===== src/verilog/hbmpc_cfg.svh =====
`ifndef HBMPC_CFG_SVH
`define HBMPC_CFG_SVH
`define HBMPC_ADR_CTRL 8'h00
`define HBMPC_ADR_STATUS 8'h04
`define HBMPC_ADR_MASK 8'h08
`define HBMPC_ADR_STATE 8'h0C
`define HBMPC_ADR_PD_IDLE 8'h10
`define HBMPC_CTRL_WAP_HINT 0
`define HBMPC_CTRL_PD_EN 1
`define HBMPC_CTRL_REF_SB 2
`define HBMPC_CTRL_POL_LSB 3
`define HBMPC_CTRL_BL8 5
`define HBMPC_CTRL_ECC 6
`define HBMPC_CTRL_WMASK 7
`define HBMPC_CTRL_WIDE 8
`define HBMPC_CTRL_RST 9'h000
`define HBMPC_EV_SBE 0
`define HBMPC_EV_DBE 1
`define HBMPC_EV_PDE 2
`define HBMPC_EV_REF 3
`define HBMPC_STATUS_RST 4'h0
`define HBMPC_MASK_RST 4'h0
`define HBMPC_PD_IDLE_RST 16'h0100
`define HBMPC_COL_LSB 0
`define HBMPC_COL_LAST 5'h1F
`define HBMPC_CLK_NS 40
`define HBMPC_TREFI_NS 3900
`define HBMPC_TREFI_CYC (`HBMPC_TREFI_NS / `HBMPC_CLK_NS)
`define HBMPC_FLEX_LIMIT 4'h2
`define HBMPC_POST_LIMIT 4'h8
`define HBMPC_PRE_LIMIT 4'h8
`define HBMPC_BL8 4'h8
`define HBMPC_BL4 4'h4
`endif


===== src/verilog/hbmpc_pkg.sv =====
package hbmpc_pkg;
    typedef enum logic [2:0] {
        HBMPC_OP_NOP = 3'h0,
        HBMPC_OP_RD = 3'h1,
        HBMPC_OP_WR = 3'h2,
        HBMPC_OP_REF = 3'h3,
        HBMPC_OP_PDE = 3'h4,
        HBMPC_OP_PDX = 3'h5
    } hbmpc_op_t;
    typedef enum logic [1:0] {
        HBMPC_ST_RUN = 2'h1,
        HBMPC_ST_PD = 2'h2
    } hbmpc_state_t;
    typedef enum logic [1:0] {
        HBMPC_POL_FLEX = 2'h0,
        HBMPC_POL_PREPAY = 2'h1,
        HBMPC_POL_POSTPAY = 2'h2
    } hbmpc_pol_t;
    typedef struct packed {
        logic write;
        logic ap;
        logic [27:0] addr;
        logic [287:0] data;
        logic [31:0] strb;
    } hbmpc_req_t;
    typedef struct packed {
        hbmpc_op_t op;
        logic pc;
        logic ap;
        logic [3:0] burst_len;
        logic all_banks;
        logic [3:0] bank;
        logic [27:0] addr;
        logic [287:0] data;
        logic [31:0] mask;
    } hbmpc_cmd_t;
endpackage


===== src/verilog/hbmpc_policy_ctrl.sv =====
`timescale 1ns/1ps
`include "hbmpc_cfg.svh"
// Contract
// - Forced mode: flagged writes always auto-precharge
// - Hint mode: precharge from flag and address
// - Enter power-down after long empty queue
// - Default mode: controller schedules all refreshes
// - Sideband refresh requests, all or one bank
// - Policy applies in controller mode; flexible default
// - Ahead policy refreshes early while idle
// - Deferred policy waits for idle or deadline
// - 64B access uses burst length eight
// - 32B access uses burst length four
// - User data path is 256 bits
// - Wide option without ECC or mask: 288 data bits
// - ECC: generate checks, fix single, flag double
// - ECC active means no byte masking
// - Mask option drives per-byte write mask
// - One request port per pseudo channel
module hbmpc_policy_ctrl (
    input wire logic clk_sys,
    input wire logic sys_rst,
    input wire logic wb_cyc,
    input wire logic wb_stb,
    input wire logic wb_we,
    input wire logic [7:0] wb_adr,
    input wire logic [3:0] wb_sel,
    input wire logic [31:0] wb_dat_w,
    output logic [31:0] wb_dat_r,
    output logic wb_ack,
    output logic irq,
    input wire logic [1:0] usr_req_valid,
    input wire hbmpc_pkg::hbmpc_req_t [1:0] usr_req,
    output logic [1:0] usr_req_ack,
    output logic usr_rd_valid,
    output logic usr_rd_pc,
    output logic [287:0] usr_rd_data,
    output logic usr_rd_err,
    output logic mem_cmd_valid,
    output hbmpc_pkg::hbmpc_cmd_t mem_cmd,
    input wire logic mem_cmd_ready,
    input wire logic mem_rd_valid,
    input wire logic mem_rd_pc,
    input wire logic [287:0] mem_rd_data,
    input wire logic sb_ref_req,
    input wire logic sb_ref_all,
    input wire logic [3:0] sb_ref_bank,
    output logic sb_ref_ack
);
    logic [8:0] ctrl_ff;
    logic [3:0] status_ff;
    logic [3:0] irq_mask_ff;
    logic [15:0] pd_idle_ff;
    logic wb_ack_ff;
    logic [31:0] wb_dat_r_ff;
    logic irq_ff;
    hbmpc_pkg::hbmpc_state_t state_ff;
    hbmpc_pkg::hbmpc_state_t nxt_state;
    hbmpc_pkg::hbmpc_cmd_t mem_cmd_ff;
    hbmpc_pkg::hbmpc_cmd_t nxt_cmd;
    logic mem_cmd_valid_ff;
    logic nxt_cmd_valid;
    logic [1:0] usr_req_ack_ff;
    logic rr_ff;
    logic [15:0] idle_cnt_ff;
    logic [11:0] ref_cnt_ff;
    logic [3:0] owed_ff;
    logic [3:0] ahead_ff;
    logic [3:0] nxt_owed;
    logic [3:0] nxt_ahead;
    logic sb_pend_ff;
    logic sb_all_ff;
    logic [3:0] sb_bank_ff;
    logic sb_ref_ack_ff;
    logic usr_rd_valid_ff;
    logic usr_rd_pc_ff;
    logic [287:0] usr_rd_data_ff;
    logic usr_rd_err_ff;

    // Register bus decode
    wire wb_req = wb_cyc && wb_stb && !wb_ack_ff;
    wire wb_wr = wb_req && wb_we;
    wire hit_ctrl = wb_adr == `HBMPC_ADR_CTRL;
    wire hit_status = wb_adr == `HBMPC_ADR_STATUS;
    wire hit_mask = wb_adr == `HBMPC_ADR_MASK;
    wire hit_state = wb_adr == `HBMPC_ADR_STATE;
    wire hit_pd_idle = wb_adr == `HBMPC_ADR_PD_IDLE;
    wire [31:0] wb_bmask = {{8{wb_sel[3]}}, {8{wb_sel[2]}}, {8{wb_sel[1]}}, {8{wb_sel[0]}}};
    wire [31:0] wb_wdat = wb_dat_w & wb_bmask;

    wire wap_hint = ctrl_ff[`HBMPC_CTRL_WAP_HINT];
    wire pd_en = ctrl_ff[`HBMPC_CTRL_PD_EN];
    wire sb_mode = ctrl_ff[`HBMPC_CTRL_REF_SB];
    wire [1:0] pol = ctrl_ff[`HBMPC_CTRL_POL_LSB +: 2];
    wire bl8 = ctrl_ff[`HBMPC_CTRL_BL8];
    wire ecc_en = ctrl_ff[`HBMPC_CTRL_ECC];
    wire mask_on = ctrl_ff[`HBMPC_CTRL_WMASK] && !ecc_en;
    wire wide_on = ctrl_ff[`HBMPC_CTRL_WIDE] && !ecc_en && !ctrl_ff[`HBMPC_CTRL_WMASK];
    wire in_pd = state_ff == hbmpc_pkg::HBMPC_ST_PD;
    wire run = state_ff == hbmpc_pkg::HBMPC_ST_RUN;

    // Requests, masked while the previous one is being acknowledged
    wire [1:0] req_avail = usr_req_valid & ~usr_req_ack_ff;
    wire req_go = |req_avail;
    wire pick = req_avail[rr_ff] ? rr_ff : ~rr_ff;
    wire hbmpc_pkg::hbmpc_req_t sel_req = usr_req[pick];
    wire col_last = sel_req.addr[`HBMPC_COL_LSB +: 5] == `HBMPC_COL_LAST;
    // Hint keeps the row open until the stream leaves its last column
    wire wr_ap = wap_hint ? (sel_req.ap && col_last) : sel_req.ap;
    wire cmd_free = !mem_cmd_valid_ff || mem_cmd_ready;

    // Refresh scheduling
    wire ref_tick = ref_cnt_ff == 12'(`HBMPC_TREFI_CYC - 1) && !sb_mode;
    wire [3:0] force_lim = (pol == hbmpc_pkg::HBMPC_POL_POSTPAY) ?
        `HBMPC_POST_LIMIT : `HBMPC_FLEX_LIMIT;
    wire ref_force = owed_ff >= force_lim;
    wire pre_room = pol == hbmpc_pkg::HBMPC_POL_PREPAY && ahead_ff < `HBMPC_PRE_LIMIT;
    wire ref_soft = owed_ff != 4'h0 || pre_room;
    wire ref_go = sb_mode ? sb_pend_ff : (ref_force || (ref_soft && !req_go));
    wire ref_due = sb_mode ? sb_pend_ff : owed_ff != 4'h0;

    // Power-down
    wire pd_go = pd_en && idle_cnt_ff >= pd_idle_ff && !req_go;
    wire idle_now = run && !req_go && !mem_cmd_valid_ff && !ref_go;
    wire wake = req_go || ref_due;

    wire issue_pdx = cmd_free && in_pd && wake;
    wire issue_ref = cmd_free && run && ref_go;
    wire issue_req = cmd_free && run && !ref_go && req_go;
    wire issue_pde = cmd_free && run && !ref_go && !req_go && pd_go;

    // ECC lanes
    wire [31:0] enc_chk;
    wire [255:0] dec_fixed;
    wire [3:0] dec_sbe;
    wire [3:0] dec_dbe;
    genvar g;
    generate
        for (g = 0; g < 4; g++) begin : g_lane
            hbmpc_secded u_secded (
                .enc_data(sel_req.data[g * 64 +: 64]),
                .enc_check(enc_chk[g * 8 +: 8]),
                .dec_data(mem_rd_data[g * 64 +: 64]),
                .dec_check(mem_rd_data[256 + g * 8 +: 8]),
                .dec_fixed(dec_fixed[g * 64 +: 64]),
                .dec_sbe(dec_sbe[g]),
                .dec_dbe(dec_dbe[g])
            );
        end
    endgenerate

    // Upper 32 lanes carry checks, user data in wide mode, or zero
    wire [31:0] wr_hi = ecc_en ? enc_chk : (wide_on ? sel_req.data[287:256] : 32'h0);
    wire [31:0] wr_mask = mask_on ? ~sel_req.strb : 32'h0;
    wire [287:0] rd_out = ecc_en ? {32'h0, dec_fixed} :
        (wide_on ? mem_rd_data : {32'h0, mem_rd_data[255:0]});
    wire rd_sbe_ev = mem_rd_valid && ecc_en && |dec_sbe && !(|dec_dbe);
    wire rd_dbe_ev = mem_rd_valid && ecc_en && |dec_dbe;
    wire [3:0] events = {issue_ref, issue_pde, rd_dbe_ev, rd_sbe_ev};
    wire [3:0] st_clr = (wb_wr && hit_status) ? wb_wdat[3:0] : 4'h0;
    // Set wins over a clear in the same cycle
    wire [3:0] nxt_status = (status_ff & ~st_clr) | events;
    wire [31:0] state_word = {19'h0, sb_pend_ff, ahead_ff, owed_ff, 3'h0, in_pd};
    wire [31:0] rd_mux = hit_ctrl ? {23'h0, ctrl_ff} :
        hit_status ? {28'h0, status_ff} :
        hit_mask ? {28'h0, irq_mask_ff} :
        hit_state ? state_word :
        hit_pd_idle ? {16'h0, pd_idle_ff} : 32'h0;
    wire [3:0] wb_sel_burst = bl8 ? `HBMPC_BL8 : `HBMPC_BL4;
    wire sb_take = sb_mode && sb_ref_req && !sb_pend_ff && !sb_ref_ack_ff;

    always_comb begin
        nxt_owed = owed_ff;
        nxt_ahead = ahead_ff;
        if (sb_mode) begin
            nxt_owed = 4'h0;
            nxt_ahead = 4'h0;
        end else begin
            if (ref_tick) begin
                if (nxt_ahead != 4'h0) begin
                    nxt_ahead = nxt_ahead - 4'h1;
                end else if (nxt_owed != 4'hF) begin
                    nxt_owed = nxt_owed + 4'h1;
                end
            end
            if (issue_ref) begin
                if (nxt_owed != 4'h0) begin
                    nxt_owed = nxt_owed - 4'h1;
                end else begin
                    nxt_ahead = nxt_ahead + 4'h1;
                end
            end
        end
    end

    always_comb begin
        nxt_cmd = mem_cmd_ff;
        nxt_cmd_valid = mem_cmd_valid_ff && !mem_cmd_ready;
        nxt_state = state_ff;
        if (cmd_free) begin
            nxt_cmd = '0;
            nxt_cmd.op = hbmpc_pkg::HBMPC_OP_NOP;
        end
        if (issue_pdx) begin
            nxt_cmd.op = hbmpc_pkg::HBMPC_OP_PDX;
            nxt_cmd_valid = 1'h1;
            nxt_state = hbmpc_pkg::HBMPC_ST_RUN;
        end else if (issue_ref) begin
            nxt_cmd.op = hbmpc_pkg::HBMPC_OP_REF;
            nxt_cmd.all_banks = sb_mode ? sb_all_ff : 1'h1;
            nxt_cmd.bank = sb_mode ? sb_bank_ff : 4'h0;
            nxt_cmd_valid = 1'h1;
        end else if (issue_req) begin
            nxt_cmd.op = sel_req.write ? hbmpc_pkg::HBMPC_OP_WR : hbmpc_pkg::HBMPC_OP_RD;
            nxt_cmd.pc = pick;
            nxt_cmd.ap = sel_req.write ? wr_ap : sel_req.ap;
            nxt_cmd.burst_len = wb_sel_burst;
            nxt_cmd.addr = sel_req.addr;
            if (sel_req.write) begin
                nxt_cmd.data = {wr_hi, sel_req.data[255:0]};
                nxt_cmd.mask = wr_mask;
            end
            nxt_cmd_valid = 1'h1;
        end else if (issue_pde) begin
            nxt_cmd.op = hbmpc_pkg::HBMPC_OP_PDE;
            nxt_cmd_valid = 1'h1;
            nxt_state = hbmpc_pkg::HBMPC_ST_PD;
        end
    end

    always_ff @(posedge clk_sys) begin
        if (sys_rst) begin
            ctrl_ff <= `HBMPC_CTRL_RST;
            irq_mask_ff <= `HBMPC_MASK_RST;
            pd_idle_ff <= `HBMPC_PD_IDLE_RST;
        end else if (wb_wr) begin
            if (hit_ctrl) begin
                ctrl_ff <= (ctrl_ff & ~wb_bmask[8:0]) | wb_wdat[8:0];
            end
            if (hit_mask) begin
                irq_mask_ff <= (irq_mask_ff & ~wb_bmask[3:0]) | wb_wdat[3:0];
            end
            if (hit_pd_idle) begin
                pd_idle_ff <= (pd_idle_ff & ~wb_bmask[15:0]) | wb_wdat[15:0];
            end
        end
    end

    always_ff @(posedge clk_sys) begin
        if (sys_rst) begin
            status_ff <= `HBMPC_STATUS_RST;
            irq_ff <= 1'h0;
            wb_ack_ff <= 1'h0;
            wb_dat_r_ff <= 32'h0;
        end else begin
            status_ff <= nxt_status;
            irq_ff <= |(nxt_status & irq_mask_ff);
            wb_ack_ff <= wb_req;
            wb_dat_r_ff <= wb_req ? rd_mux : wb_dat_r_ff;
        end
    end

    always_ff @(posedge clk_sys) begin
        if (sys_rst) begin
            state_ff <= hbmpc_pkg::HBMPC_ST_RUN;
            mem_cmd_ff <= '0;
            mem_cmd_valid_ff <= 1'h0;
            usr_req_ack_ff <= 2'h0;
            rr_ff <= 1'h0;
        end else begin
            state_ff <= nxt_state;
            mem_cmd_ff <= nxt_cmd;
            mem_cmd_valid_ff <= nxt_cmd_valid;
            usr_req_ack_ff <= issue_req ? {pick, ~pick} : 2'h0;
            rr_ff <= issue_req ? ~pick : rr_ff;
        end
    end

    always_ff @(posedge clk_sys) begin
        if (sys_rst) begin
            idle_cnt_ff <= 16'h0;
            ref_cnt_ff <= 12'h0;
            owed_ff <= 4'h0;
            ahead_ff <= 4'h0;
        end else begin
            idle_cnt_ff <= (idle_now && idle_cnt_ff != 16'hFFFF) ? idle_cnt_ff + 16'h1 :
                (idle_now ? idle_cnt_ff : 16'h0);
            ref_cnt_ff <= (ref_cnt_ff == 12'(`HBMPC_TREFI_CYC - 1)) ? 12'h0 : ref_cnt_ff + 12'h1;
            owed_ff <= nxt_owed;
            ahead_ff <= nxt_ahead;
        end
    end

    always_ff @(posedge clk_sys) begin
        if (sys_rst) begin
            sb_pend_ff <= 1'h0;
            sb_all_ff <= 1'h0;
            sb_bank_ff <= 4'h0;
            sb_ref_ack_ff <= 1'h0;
        end else begin
            sb_pend_ff <= sb_take || (sb_pend_ff && !issue_ref && sb_mode);
            sb_all_ff <= sb_take ? sb_ref_all : sb_all_ff;
            sb_bank_ff <= sb_take ? sb_ref_bank : sb_bank_ff;
            sb_ref_ack_ff <= issue_ref && sb_mode;
        end
    end

    always_ff @(posedge clk_sys) begin
        if (sys_rst) begin
            usr_rd_valid_ff <= 1'h0;
            usr_rd_pc_ff <= 1'h0;
            usr_rd_data_ff <= '0;
            usr_rd_err_ff <= 1'h0;
        end else begin
            usr_rd_valid_ff <= mem_rd_valid;
            usr_rd_pc_ff <= mem_rd_valid ? mem_rd_pc : usr_rd_pc_ff;
            usr_rd_data_ff <= mem_rd_valid ? rd_out : usr_rd_data_ff;
            usr_rd_err_ff <= rd_dbe_ev;
        end
    end

    assign wb_dat_r = wb_dat_r_ff;
    assign wb_ack = wb_ack_ff;
    assign irq = irq_ff;
    assign usr_req_ack = usr_req_ack_ff;
    assign usr_rd_valid = usr_rd_valid_ff;
    assign usr_rd_pc = usr_rd_pc_ff;
    assign usr_rd_data = usr_rd_data_ff;
    assign usr_rd_err = usr_rd_err_ff;
    assign mem_cmd_valid = mem_cmd_valid_ff;
    assign mem_cmd = mem_cmd_ff;
    assign sb_ref_ack = sb_ref_ack_ff;
endmodule


===== src/verilog/hbmpc_secded.sv =====
`timescale 1ns/1ps
// Hamming 72/64 lane: check bits at power-of-two positions, bit 7 overall parity
module hbmpc_secded (
    input wire logic [63:0] enc_data,
    output logic [7:0] enc_check,
    input wire logic [63:0] dec_data,
    input wire logic [7:0] dec_check,
    output logic [63:0] dec_fixed,
    output logic dec_sbe,
    output logic dec_dbe
);
    always_comb begin
        logic [71:1] cw;
        logic par;
        int k;
        cw = '0;
        par = 1'h0;
        k = 0;
        for (int i = 1; i < 72; i++) begin
            if ((i & (i - 1)) != 0) begin
                cw[i] = enc_data[k];
                k++;
            end
        end
        for (int j = 0; j < 7; j++) begin
            par = 1'h0;
            for (int i = 1; i < 72; i++) begin
                if (i[j]) begin
                    par = par ^ cw[i];
                end
            end
            enc_check[j] = par;
        end
        enc_check[7] = (^enc_data) ^ (^enc_check[6:0]);
    end

    always_comb begin
        logic [71:1] cw;
        logic [6:0] syn;
        logic odd;
        int k;
        cw = '0;
        syn = '0;
        k = 0;
        for (int i = 1; i < 72; i++) begin
            if ((i & (i - 1)) != 0) begin
                cw[i] = dec_data[k];
                k++;
            end
        end
        for (int j = 0; j < 7; j++) begin
            cw[1 << j] = dec_check[j];
        end
        for (int j = 0; j < 7; j++) begin
            for (int i = 1; i < 72; i++) begin
                if (i[j]) begin
                    syn[j] = syn[j] ^ cw[i];
                end
            end
        end
        odd = (^dec_data) ^ (^dec_check);
        dec_sbe = 1'h0;
        dec_dbe = 1'h0;
        if (syn != 7'h00 && odd && syn < 7'h48) begin
            cw[syn] = ~cw[syn];
            dec_sbe = 1'h1;
        end else if (syn != 7'h00) begin
            dec_dbe = 1'h1;
        end else if (odd) begin
            dec_sbe = 1'h1;
        end
        k = 0;
        dec_fixed = '0;
        for (int i = 1; i < 72; i++) begin
            if ((i & (i - 1)) != 0) begin
                dec_fixed[k] = cw[i];
                k++;
            end
        end
    end
endmodule


===== config.mk =====
export PLATFORM = sky130hd
export DESIGN_NAME = hbmpc_policy_ctrl
export DESIGN_NICKNAME = d
export VERILOG_FILES = /design/src/verilog/hbmpc_pkg.sv /design/src/verilog/hbmpc_policy_ctrl.sv /design/src/verilog/hbmpc_secded.sv
export VERILOG_INCLUDE_DIRS = /design/src /design/src/verilog
export SDC_FILE = /design/constraint.sdc
export NUM_CORES = 2
export LEC_CHECK = 0
export BUFFER_PORTS_ARGS = -buffer_cell sky130_fd_sc_hd__buf_2
export CAP_MARGIN = 20
export CORE_AREA = 4 4 685 687
export CTS_CLUSTER_SIZE = 8
export DETAILED_ROUTE_END_ITERATION = 10
export DIE_AREA = 0 0 689 691
export GPL_TIMING_DRIVEN = 1
export HOLD_SLACK_MARGIN = 0.12
export PLACE_DENSITY = 0.31
export SYNTH_ARGS = -nofsm -noshare
export SYNTH_HDL_FRONTEND = slang
export SYNTH_SLANG_ARGS = --single-unit
export TNS_END_PERCENT = 1

===== constraint.sdc =====
create_clock -name clk_sys -period 3.86 [get_ports clk_sys]
set_input_delay 0.193 -clock clk_sys [delete_from_list [all_inputs] [get_ports clk_sys]]
set_output_delay 0.193 -clock clk_sys [all_outputs]
set_load 0.02 [all_outputs]

==> flow_metrics.tcl <==
set metrics [dict create \
    route.detailed.drc 0 \
    period_needed_ns 4.16 \
    tightest_slew_ns 1.04 \
    criticalPathCategory "reg -> reg" \
    detail_route.first_pass.iterations 6 \
    dp_hpwl_um 398000 \
    cp_num_cells 17 \
    die_h_um 691 \
    p_switching_uw 29100 \
    fp-row-count 250 \
    setup_viol 18 \
    finalNonFillerCells 15948 \
    layout-drive-gt1-share_pct 34.5 \
    detail-route-antenna-nets 0 \
    final_area_um2 90500 \
    fp.dieW_um 689 \
    cp.arrival_ns 4.93 \
    grt_use_total_pct 18.8 \
    clk_pin_slew_worst_paths_ns 0.06 \
    hold_viol_final 0 \
    via_count 60762 \
    ys_seq_area_share_pct 30.5 \
    drt_iter0_drc 4753 \
    grt_max_degree 106 \
    run_status "complete, but fails checks" \
    cp-start-kind "flop" \
    clockBufferDepth 4 \
    max_freq_mhz 240 \
    cts_tree "done" \
    ff2ff_path_depth 17 \
    power_density_nw_per_um2 744 \
    cp_top_family "XOR/XNOR gates" \
    clockPowerShare_pct 16.4 \
    synth_area_leaders "dfxtp_1 (30%), xnor2_1 (12%), mux2i_1 (8.3%)" \
    slew_violations 0 \
    period_share_pct 108 \
    violations "setup timing" \
    required_ns 4.62 \
    setup_tns_ns -1.79 \
    antenna_found_initial 289 \
    cp_max_fo 8 \
    fin_skew_ns 0.0924 \
    synth-seq-cells 753 \
    io_pins 1739 \
    async_reset_ff_share_pct 0 \
    crit_chain "nand2b_4 -> mux2i_4 -> buf_12 -> buf_4 -> buf_16 -> buf_16 -> mux2i_4 -> xnor2_2 -> buf_4 -> xnor3_1 -> xnor2_2 -> xnor2_2 -> xnor2_1 -> xnor3_1 -> xnor3_1 -> or3_1 -> a21oi_1" \
    dp.cells 14442 \
    critPathBufInv 5 \
    avgSynthCellArea_um2 8.52 \
    cts_root_buf "clkbuf_16" \
    p_seq_share_pct 12.6 \
    fillers 52493 \
    dpl_cell_area_um2 73600 \
    static-leakage-power_uw 0.0393 \
    synth_largest_area_cell "dfxtp_1" \
    cts_max_level 3 \
    layout_setup_ws_ns -0.302 \
    clk_latency_ns 0.91 \
    vias_per_cell 3.81 \
    area_growth_pct 82.9 \
    maxSlewHeadroom_pct 30.9 \
    min_path_cells 4 \
    grt_pass1_vias 60525 \
    core-area_um2 463000 \
    internal-power_uw 38100 \
    start_util_pct 10.7 \
    synth_edf_count 0 \
    cp_slowest_stage_delay_ns 0.42 \
    nets 10626 \
    synth_top_area_share_pct 30.5 \
    drt_wl_total_um 469000 \
    hold_class "in -> reg" \
    netlist_area_um2 49500 \
    ir_drop_uv 1220 \
    rsz0062_at_grt "yes" \
    combinationalPowerShare_pct 71.1 \
    wl_per_cell_um 29.4 \
    ys.flop_type "dfxtp_1" \
    crit_path_end_kind "flop" \
    slowest_stage "xnor3_1" \
    synthCells 5810 \
    grt_pass1_wl_um 600000 \
    grt_remaining_overflow 0 \
    sw_frac_of_total_pct 43.3 \
    port_buffers 1704 \
    clock-sinks 753 \
    die_area_um2 476000 \
    yosysWarnings 0 \
    cap_violations 0 \
    ys_types 82 \
    total_power_uw 67300 \
    cts_buffers 124 \
    gp_congestion 1.03 \
]
[through the flow]
| step | hold slack [ns] | utilization, % | setup WS (ns) |
|---|---|---|---|
| floorplan | 0.311 | - | -0.00856 |
| global placement | 0.436 | 15.9 | -1.04 |
| detailed placement | 0.438 | 15.9 | -0.670 |
| CTS | 0.120 | 19.2 | -0.329 |
| global route | 0.150 | 19.5 | -0.476 |
| finish | 0.150 | 19.5 | -0.302 |
[logic make-up after synthesis]
logic type | after synthesis | synth area share (%)
buffers and inverters | 440 | 4.18
AOI/OAI and AO/OA | 1188 | 15.3
xor gates and xnor gates | 1071 | 23.3
DFF | 753 | 30.5
other | 1 | 0.00758
adders and majority gates | 28 | 0.698
muxes | 476 | 10.7
and+or+nand+nor | 1853 | 15.3
[final cells by class]
class	instances	area, µm²	share of cell area [%]
flip-flops and latches	753	15100	16.7
clock inverters	27	360	0.398
well taps	6174	7720	8.54
repair buffers	3991	29800	32.9
inverters	50	190	0.210
diodes	161	403	0.445
clock buffers	160	3360	3.71
multi-input cells	4632	33600	37.1
[flip-flops by register name (all words and copies together) (netlist names), 4 cells and up, named ones only]
signal and cells:
mem_cmd 362, usr_rd_data 288, idle_cnt_ff 16, wb_dat_r 16
ref_cnt_ff 12, ahead_ff 4, owed_ff 4, sb_bank_ff 4
status_ff 4
[metal layers]
metal | GRT usage, % | vias to the layer above | wire length (µm)
li1 | - | 27737 | -
met1 | 22.2 | 29532 | 187000
met2 | 31.6 | 2660 | 220000
met3 | 6.97 | 731 | 45300
met4 | 5.53 | 102 | 16700
met5 | 0 | - | 669
[cells in the mapped netlist, drive strengths merged (66+ instances only)]
| cell | n |
|---|---|
| xnor3 | 138 |
| nand2 | 665 |
| xnor2 | 720 |
| a221o | 67 |
| xor2 | 204 |
| nand3 | 74 |
| buf | 114 |
| a311oi | 66 |
| clkbuf | 276 |
| nor2 | 928 |
| dfxtp | 753 |
| a21oi | 525 |
| mux2i | 424 |
| o21ai | 176 |
[final timing paths]
check	start	to	slack, ns
setup / recovery	usr_req_ack[0]	mem_cmd[311]	-0.30
hold / removal	mem_rd_data[190]	usr_rd_data[190]	0.15
setup reg to reg	usr_req_ack[0]	mem_cmd[311]	-0.30
hold reg to reg	usr_rd_data[151]	usr_rd_data[151]	0.44
[tightest hold or removal path, cell delays in order]
cell and delay, ns:
dlymetal6s4s_1 0.28, clkbuf_4 0.25, mux2i_1 0.09, o21ai_1 0.11
[cell usage in the layout, fill, tap and decap left out, types with 21 or more instances in the layout]
cell type      synthesis  routed
mux2i_4                2      30
a41oi_1               48      48
xor2_1               202     195
buf_4                 24    1060
clkbuf_1             276      24
o21ai_1               51      51
xnor3_1              137     125
ha_1                  26      26
inv_1                 49      47
nor2_1               927     918
a211o_1               30      30
nand3_1               74      73
a311oi_1              66      66
diode_2                0     161
mux4_2                36      36
dfxtp_1              753     750
buf_12                 1      82
nand2_1              665     664
mux2i_1              409     332
nor3_1                48      45
xnor2_2               15      63
a21oi_1              525     521
clkbuf_16              0     126
nor2b_1               22      21
buf_2                 28    1699
xnor2_1              705     656
a211oi_1              43      42
mux2i_2               13      62
dlygate4sd3_1          0    1119
a32oi_1               37      37
a21boi_0              44      44
a221o_1               67      67
o21ai_0              125     123
o21bai_1              36      36
[repair_timing]
item                                    4_1_cts  5_1_grt
endpoints found under the setup margin       23      242
resized for setup                            65      141
endpoints found under the hold margin       711        0
hold buffers                               1123        0
pin swaps                                     6       31
buffers inserted                              4       27
cloned                                        2        2
[power groups by stage]
stage	Sequential [µW]	Clock, µW	Combinational, µW
finish	8460	11000	47800
global route	8490	11600	50600
CTS	8450	11400	46700
detailed placement	8620	0	44900
global placement	8610	0	45200
floorplan	9040	0	23100
No activity file was read; power rests on OpenSTA's default activity.
